===== config.mk =====
export PLATFORM = sky130hd
export DESIGN_NAME = rnp_top
export DESIGN_NICKNAME = d
export VERILOG_FILES = /design/src/verilog/rnp_pkg.sv /design/src/verilog/rnp_nmi_if.sv /design/src/verilog/rnp_nmi_sync.sv /design/src/verilog/rnp_top.sv
export SDC_FILE = /design/constraint.sdc
export NUM_CORES = 1
export LEC_CHECK = 0
export BUFFER_PORTS_ARGS = -buffer_cell sky130_fd_sc_hd__buf_2
export CORE_UTILIZATION = 45
export DETAILED_ROUTE_END_ITERATION = 12
export HOLD_SLACK_MARGIN = 0.1
export SLEW_MARGIN = 30
export SYNTH_ARGS = -nofsm -noshare
export SYNTH_HDL_FRONTEND = slang
export SYNTH_SLANG_ARGS = --single-unit

===== constraint.sdc =====
create_clock -name mclk -period 2.7 [get_ports mclk]
set_clock_uncertainty 0.15 [all_clocks]
set_input_delay 0.54 -clock mclk [delete_from_list [all_inputs] [get_ports mclk]]
set_output_delay 0.54 -clock mclk [all_outputs]
set_load 0.02 [all_outputs]

===== src/verilog/rnp_pkg.sv =====
package rnp_pkg;
  // Reset input must stay low this long before it is believed (ns)
  localparam int RESET_MIN_NS = 1000;
  localparam int CLK_PERIOD_NS = 10;
  // Least time rounds up to whole cycles
  localparam int RESET_MIN_CYC =
    (RESET_MIN_NS + CLK_PERIOD_NS - 1) / CLK_PERIOD_NS;
  // Length of the internal reset sequence (ns)
  localparam int SEQ_NS = 2000;
  localparam int SEQ_CYC = (SEQ_NS + CLK_PERIOD_NS - 1) / CLK_PERIOD_NS;
  localparam int CNT_W = 16;
  localparam logic [CNT_W-1:0] CNT_ZERO = 16'h0000;
  localparam logic [CNT_W-1:0] CNT_ONE = 16'h0001;
  localparam logic [1:0] SYNC_IDLE = 2'h3;
  localparam logic       PWD_NMI_GATED = 1'h0;

  // Sequencer states
  typedef enum logic [2:0] {
    RNP_RUN   = 3'h1,
    RNP_SEQ   = 3'h2,
    RNP_INIT  = 3'h4
  } rnp_state_type;
endpackage


===== src/verilog/rnp_nmi_if.sv =====
`timescale 1ns/1ps
`default_nettype none
// Carries the synchronised NMI level and edge between modules
interface rnp_nmi_if;
  logic level;
  logic fall;
  modport src (output level, output fall);
  modport dst (input level, input fall);
endinterface
`default_nettype wire


===== src/verilog/rnp_nmi_sync.sv =====
`timescale 1ns/1ps
`default_nettype none
module rnp_nmi_sync
(
  // Clock and reset
  input  wire logic  mclk,
  input  wire logic  rst_b,
  // Pin
  input  wire logic  nmi_pin,
  // Result
  rnp_nmi_if.src     nmi
);
  logic [1:0] sync;
  logic       prev;

  // Two-flop synchroniser, idle high
  always_ff @(posedge mclk or negedge rst_b)
    if (!rst_b)
      sync <= rnp_pkg::SYNC_IDLE;
    else
      sync <= {sync[0], nmi_pin};

  // Previous synchronised sample
  always_ff @(posedge mclk or negedge rst_b)
    if (!rst_b)
      prev <= 1'h1;
    else
      prev <= sync[1];

  // Falling edge from two synchronised samples
  assign nmi.level = sync[1];
  assign nmi.fall  = prev & ~sync[1];
endmodule
`default_nettype wire


===== src/verilog/rnp_top.sv =====
// How it works
// - Reset pin held low the minimum time while clocked resets device.
// - Bidirectional mode: device pulls reset line low during sequence.
// - Indication low during hardware, software or watchdog reset.
// - Reset indication stays low until end-of-init instruction executes.
// - NMI falling edge while running, after end of init, raises the NMI trap request to the CPU.
// - With wake config 0, power-down enters only when NMI is low.
// - Wake config 0 and NMI high: power-down instruction is ignored.
`timescale 1ns/1ps
`default_nettype none
module rnp_top
#(
  parameter int RESET_MIN = rnp_pkg::RESET_MIN_CYC,
  parameter int SEQ_LEN   = rnp_pkg::SEQ_CYC
)
(
  // Clock and reset
  input  wire logic  mclk,
  input  wire logic  rst_b,
  // Reset pin, open drain
  input  wire logic  reset_input_pin,
  output logic       reset_pin_out,
  output logic       reset_pin_oe,
  // Reset indication
  output logic       reset_indication_output,
  // Configuration
  input  wire logic  bidir_reset_enable,
  input  wire logic  powerdown_wake_config,
  // CPU side events, and the NMI pin
  input  wire logic  sw_reset_req,
  input  wire logic  wdt_reset_req,
  input  wire logic  end_of_init_instruction,
  input  wire logic  powerdown_instruction,
  input  wire logic  nmi_pin,
  // Results
  output logic       core_reset,
  output logic       nmi_trap_req,
  output logic       powerdown_enter
);
  rnp_nmi_if                 nmi ();
  rnp_pkg::rnp_state_type    state;
  logic [rnp_pkg::CNT_W-1:0] low_cnt;
  logic [rnp_pkg::CNT_W-1:0] seq_cnt;
  logic                      hw_reset;
  logic                      any_reset;
  logic                      pd_allowed;

  // State tests shared by the filter, pin, indication and trap logic
  function automatic logic is_seq(input rnp_pkg::rnp_state_type s);
    return s == rnp_pkg::RNP_SEQ;
  endfunction

  function automatic logic is_run(input rnp_pkg::rnp_state_type s);
    return s == rnp_pkg::RNP_RUN;
  endfunction

  rnp_nmi_sync u_sync
  (
    .mclk    (mclk),
    .rst_b   (rst_b),
    .nmi_pin (nmi_pin),
    .nmi     (nmi)
  );

  // Held-low filter on the reset pin, ignoring our own drive
  always_ff @(posedge mclk or negedge rst_b)
    if (!rst_b)
      low_cnt <= rnp_pkg::CNT_ZERO;
    else if (reset_input_pin || is_seq(state))
      low_cnt <= rnp_pkg::CNT_ZERO;
    else if (!hw_reset)
      low_cnt <= low_cnt + rnp_pkg::CNT_ONE;

  assign hw_reset = (low_cnt == rnp_pkg::CNT_W'(RESET_MIN));
  assign any_reset = hw_reset || sw_reset_req || wdt_reset_req;

  // Reset sequencer
  always_ff @(posedge mclk or negedge rst_b)
    if (!rst_b)
    begin
      state   <= rnp_pkg::RNP_SEQ;
      seq_cnt <= rnp_pkg::CNT_ZERO;
    end
    else if (any_reset)
    begin
      state   <= rnp_pkg::RNP_SEQ;
      seq_cnt <= rnp_pkg::CNT_ZERO;
    end
    else
    begin
      unique case (state)
        rnp_pkg::RNP_SEQ:
          if (seq_cnt == rnp_pkg::CNT_W'(SEQ_LEN - 1))
            state <= rnp_pkg::RNP_INIT;
          else
            seq_cnt <= seq_cnt + rnp_pkg::CNT_ONE;
        rnp_pkg::RNP_INIT:
          if (end_of_init_instruction)
            state <= rnp_pkg::RNP_RUN;
        rnp_pkg::RNP_RUN:
          state <= rnp_pkg::RNP_RUN;
        default:
          state <= rnp_pkg::RNP_SEQ;
      endcase
    end

  // Pin drive and indication, all registered
  always_ff @(posedge mclk or negedge rst_b)
    if (!rst_b)
    begin
      reset_pin_out           <= 1'h0;
      reset_pin_oe            <= 1'h0;
      reset_indication_output <= 1'h0;
      core_reset              <= 1'h1;
    end
    else
    begin
      reset_pin_out <= 1'h0;
      reset_pin_oe  <= bidir_reset_enable &&
                       (any_reset || is_seq(state));
      reset_indication_output <= !any_reset &&
                       is_run(state);
      core_reset <= any_reset || is_seq(state);
    end

  assign pd_allowed = powerdown_wake_config != rnp_pkg::PWD_NMI_GATED ||
                      !nmi.level;

  // NMI trap and power-down gating
  always_ff @(posedge mclk or negedge rst_b)
    if (!rst_b)
    begin
      nmi_trap_req    <= 1'h0;
      powerdown_enter <= 1'h0;
    end
    else
    begin
      nmi_trap_req    <= nmi.fall && is_run(state);
      powerdown_enter <= powerdown_instruction && pd_allowed &&
                         is_run(state);
    end
endmodule
`default_nettype wire

* Yosys cells after proc, flatten, opt, wreduce, memory -nomap -nowiden *
Cells that the tools add are included.

operators by class
  add/sub/neg operators = 2
  $mul = 0
  divide/modulo/power cells = 0
  $lt $le $gt $ge = 0
  equal/unequal tests = 9
  shift-type cells = 0
  mux-type cells = 9
  bitwise operators = 2
  reduce and logical (&&, ||, !) cells = 15

operator list
  kind                   count
  $mux 16                5
  $add 16x1->16 const B  2
  $eq 16x7->1 const B    1
  $eq 16x8->1 const B    1
  $mux 3                 3
  $pmux 3 s3             1
  $ne 3x3->1 const B     2
  $logic_and 1x1->1      5
  $logic_or 1x1->1       5
  $reduce_and 2->1       2
  $eq 3x1->1 const B     1
  $eq 3x2->1 const B     1
  $eq 3x3->1 const B     1
  $logic_not 1->1        2
  $ne 2x1->1 const B     1
  $ne 2x2->1 const B     1
  $reduce_bool 2->1      1
  $and 1x1->1            1
  $not 1->1              1

word-level totals
  register bits = 43
  latch bits = 0
  bits in writable memories = 0
  memory bits (read-only) = 0
  input port bits = 10
  output and inout port bits = 6
  logic and storage cells = 47
  memories = 0

* Longest topological paths before layout *
  word-level depth = 5
  depth in mapped cells = 7

* Modules after synthesis *
A second synthesis with hierarchy kept.

second synthesis, totals
  cells, all modules = 219
  area, all modules = 2,127.0 µm²

modules (own cells, without submodules)
  module        times used  cells each  area an instance (µm²)  sequential area each (µm²)
  rnp_top       1           215         2,034.5                 1,003.5
  rnp_nmi_sync  1           4           92.6                    78.8

* Least setup slack after synthesis *
OpenSTA, ideal clock, no wires.

  path kind = register to register
  from = reg seq_cnt[8] in the netlist's numbering
  to = reg seq_cnt[1] in the netlist's numbering
  data arrival time = 1.922 ns
  data required time = 2.431 ns
  setup slack = 0.509 ns
  stages on the path, launching flop included = 7
  buffers on the path = 2
  period minus slack after synthesis = 2.191 ns
  path through = dfrtp_1 -> or4_4 -> o41ai_4 -> buf_6 -> buf_12 -> mux2i_1 -> nor2_2

between the ends
  longest elaborated chain between the ends = 3

ends and longest elaborated chain
  item                               line           source
  from (decl)                        rnp_top.sv:43  logic [rnp_pkg::CNT_W-1:0] seq_cnt;
  from (signal assigned)             rnp_top.sv:82  seq_cnt <= rnp_pkg::CNT_ZERO;
  from (signal assigned)             rnp_top.sv:87  seq_cnt <= rnp_pkg::CNT_ZERO;
  from (signal assigned)             rnp_top.sv:96  seq_cnt <= seq_cnt + rnp_pkg::CNT_ONE;
  $eq 16x8->1                        rnp_top.sv:93  if (seq_cnt == rnp_pkg::CNT_W'(SEQ_LEN - 1))
  $ne 2x2->1 (no source line)        n/a
  $reduce_and 2->1 (no source line)  n/a

No other way between the ends.
A chain may end at the register's enable or synchronous reset.

* Worst setup path in the final report *
  from = reg state[1]
  to = reg seq_cnt[9] in the netlist's numbering

between the ends
  longest elaborated chain between the ends = 3

ends and longest elaborated chain
  item                                line           source
  from (decl)                         rnp_top.sv:41  rnp_pkg::rnp_state_type state;
  from (signal assigned)              rnp_top.sv:81  state <= rnp_pkg::RNP_SEQ;
  from (signal assigned)              rnp_top.sv:86  state <= rnp_pkg::RNP_SEQ;
  from (signal assigned)              rnp_top.sv:94  state <= rnp_pkg::RNP_INIT;
  $eq 3x2->1                          rnp_top.sv:91  unique case (state)
  $reduce_bool 2->1 (no source line)  n/a
  $reduce_and 2->1 (no source line)   n/a

No other way between the ends.

==> impl_results.md <==
* Status: finished clean
* Worst Path Required at ~2800 ps
* Hold crit path type: in2async
* GP Congestion at around 0.75
* Pin count of the biggest net entering global routing at between 40 and 50
* Worst-path cell chain: nor3b_2, o41ai_4, buf_4, or4_2, a21oi_1
* Root Driver: clkbuf_8
* Max H-tree Level at 2
* CP peak stage delay at 630 ps
* Measured slew at the worst slew-check pin at ~640 ps
* P_leak at just under 0.001 uW
* Post-Syn Nets at between 200 and 250
* CP arrival at roughly 2400 ps
* Clk network pwr share at about two fifths
* Die height at approximately 73 um
* First-pass GRT wire length at 7369 um
* Total grt overflow at 0
* DP Worst Slack at around 400 ps
* Layout cells sized above 1 at 21.52%
* Gate count of the mapped netlist at 218
* Worst setup EP type: flop
* Seq/Total Area, Yosys at around half
* Initial Utilization at 47.32%
* Maximum clock path buffer count at 2
* Final hold vios at 0
* Mapped Area at about 2200 sq um
* Pwr Total at roughly 1100 uW
* Register-to-Register Path Depth at 5
* Synth Flop Type: dfrtp_1
* Pwr dens at about 460 nW/um^2
* Final min period at roughly 2300 ps
* Peak VDD IR at 277.5 uV
* Achievable Freq at roughly 440 MHz
* # IOs at 16
* Switching Share at between 20% and 30%
* Synth top area share at 42.27%
* Commonest cells post-synth: dfrtp_1 (38), nor2_1 (15), nand2_1 (13), a21oi_1 (12), nand3_1 (11)
* Relative slew slack at a little under three fifths
* RSZ-0062 raised after global routing: no
* DRC viols at 0
* Slowest stage cell, crit path: dfstp_2
* Yosys reg bits at 43
* Routed vias/inst at approximately 5.5
* Num CTS Buffers at 5
* Worst-skew pair later-pin latency at roughly 300 ps
* Max Cap Viol at 0
* FP Rows at 25
* Initial antenna violation count at 0
* WL/cell at ~14 um
* Area contributors post-synth: dfrtp_1 (42%), dfstp_2 (5.8%), xor2_1 (3.9%), nand4_1 (2.8%), a21oi_1 (2.7%)
* Fin Setup TNS at 0 ps
* Leading area contributor after synthesis: dfrtp_1
* Placed inst area at between 2000 and 2500 sq um
* Vias in the first global route at 1564
* Inst Count DP at around 300
* CP max FO at 25
* Startpoint Class: flop
* Hpwl dp at between 2000 and 3000 um
* Most common cell in the synthesized netlist: dfrtp_1
* Die area at ~5300 sq um
* Kind of critical path: reg2reg
* Routed wire length at 4256 um
* Final period util at between 80 and 90%
* Postcts setup bufs at 0
* PnR worst setup slack at 403.1 ps
* 1st-pass router iterations at 4
* Global-route usage over all layers at a little under a fifth
* FFs w/ async S/R, synth at 100.0%
* Post-CTS sizing at 0
* Layout area overhead at 9.955%
* # setup viols final at 0
* Post-route ant nets at 0
* Yosys warning total at 0
* Non-Filler Instances at just over 300
* Sw Pwr at between 200 and 300 uW
* Mean Syn Cell Area at roughly 10 sq um
* CTS tree: yes
* Via Count at ~1700
* Starting DRT DRC Count at 99
* Final instance area at around 2500 sq um
* Reg clk slew, reported paths at around 90 ps
* Max-slew violations at 0
* Core box area at 4755 sq um
* Nets at 249
* # clock sinks at 43
* Number of flops mapped to enable cells by yosys at 0
* Gate power share at 3.5%
* Diode count at 0
* Die X at between 70 and 80 um
* Hold_buf cts at 0
* Synth unique cells at 47
* Port bufs at 14
* Sequential group share of total power at approximately 58%
* Pint at between 800 and 900 uW
[through the flow]
| stage | hold WS [ps] | util (%) |
|---|---|---|
| finish | 62.64 | 52.03 |
| detailed placement | 199.5 | 49.89 |
| global placement | 199.0 | 49.89 |
| floorplan | 94.41 | - |
| CTS | 170.1 | 51.97 |
| global route | 106.6 | 52.03 |
[cells by family after synthesis]
| group | after synthesis | synth area share (%) |
|---|---|---|
| simple gates | 101 | 27.03 |
| flops | 43 | 48.11 |
| compound gates | 39 | 12.63 |
| buf+inv | 16 | 4.394 |
| xor+xnor | 12 | 4.672 |
| fa+ha+maj | 3 | 1.669 |
| mux | 3 | 1.335 |
| other cells | 1 | 0.1667 |
[worst max-delay path: cells and delay by family (launching register included)]
family / cells / cell delay (ps)
compound gates: 2 / 300
buf+inv: 1 / 230
flops: 1 / 630
simple gates: 2 / 910
[routing by layer]
metal  global-route usage [%]  vias up  part of all wire [%]
met5                        0        -                     0
met3                    4.144        8                   2.3
met2                    29.49       19                    48
met1                    24.29      819                    48
li1                         -      833                     -
met4                    7.190        0                   1.6
[final cells by class]
type                            count  area, sq um
Clock buffer                        6        82.58
Clock inverter                      2        16.27
Fill cell                         436         2281
Inverter                            8        30.03
Multi-Input combinational cell    159         1069
Sequential cell                    43         1082
Tap cell                           67        83.83
Timing Repair Buffer               19        110.1
[cells in the final DEF (no fill, tap or decap), types with 4 or more instances in the layout]
| master | n |
|---|---|
| nor3_1 | 5 |
| or3_1 | 4 |
| buf_4 | 6 |
| buf_2 | 13 |
| nor2_1 | 15 |
| nand2_1 | 13 |
| nand3_1 | 11 |
| or4_1 | 7 |
| o21ai_0 | 4 |
| or3_2 | 6 |
| o31ai_1 | 4 |
| clkbuf_8 | 6 |
| a21oi_1 | 12 |
| o21ai_1 | 6 |
| nand2b_1 | 6 |
| dfrtp_1 | 38 |
| and4_1 | 4 |
| xor2_1 | 10 |
| inv_1 | 8 |
| nand4_1 | 10 |
| dfstp_2 | 5 |
[power groups by stage]
stage                     combinational, uW  clock, uW  sequential (uW)
final                                  39.9        436              652
after global routing                   45.8        479              653
after CTS                              41.2        454              652
after detailed placement               41.2          0              665
after global placement                 40.6          0              665
after floorplan                        15.1          0              665
[sequential cells by signal, summed over array words and instances, names as in the netlist]
| name | cells |
|---|---|
| u_sync.sync | 2 |
| reset_indication_output | 1 |
| reset_pin_oe | 1 |
| u_sync.prev | 1 |
| nmi_trap_req | 1 |
| core_reset | 1 |
| powerdown_enter | 1 |
| state | 3 |
| low_cnt | 16 |
| seq_cnt | 16 |
[path summary, 6_finish.rpt]
kind | endpoint | slack [ps] | start
setup / recovery | seq_cnt[9] | 400 | state[1]
hold / removal | reset_pin_oe | 60 | rst_b
setup reg to reg | seq_cnt[9] | 400 | state[1]
hold reg to reg | u_sync.sync[1] | 210 | u_sync.sync[0]
max in group asynchronous | u_sync.sync[1] | 1800 | rst_b
min in group mclk | u_sync.sync[0] | 180 | nmi_pin
(Power assumes the default switching activity.)
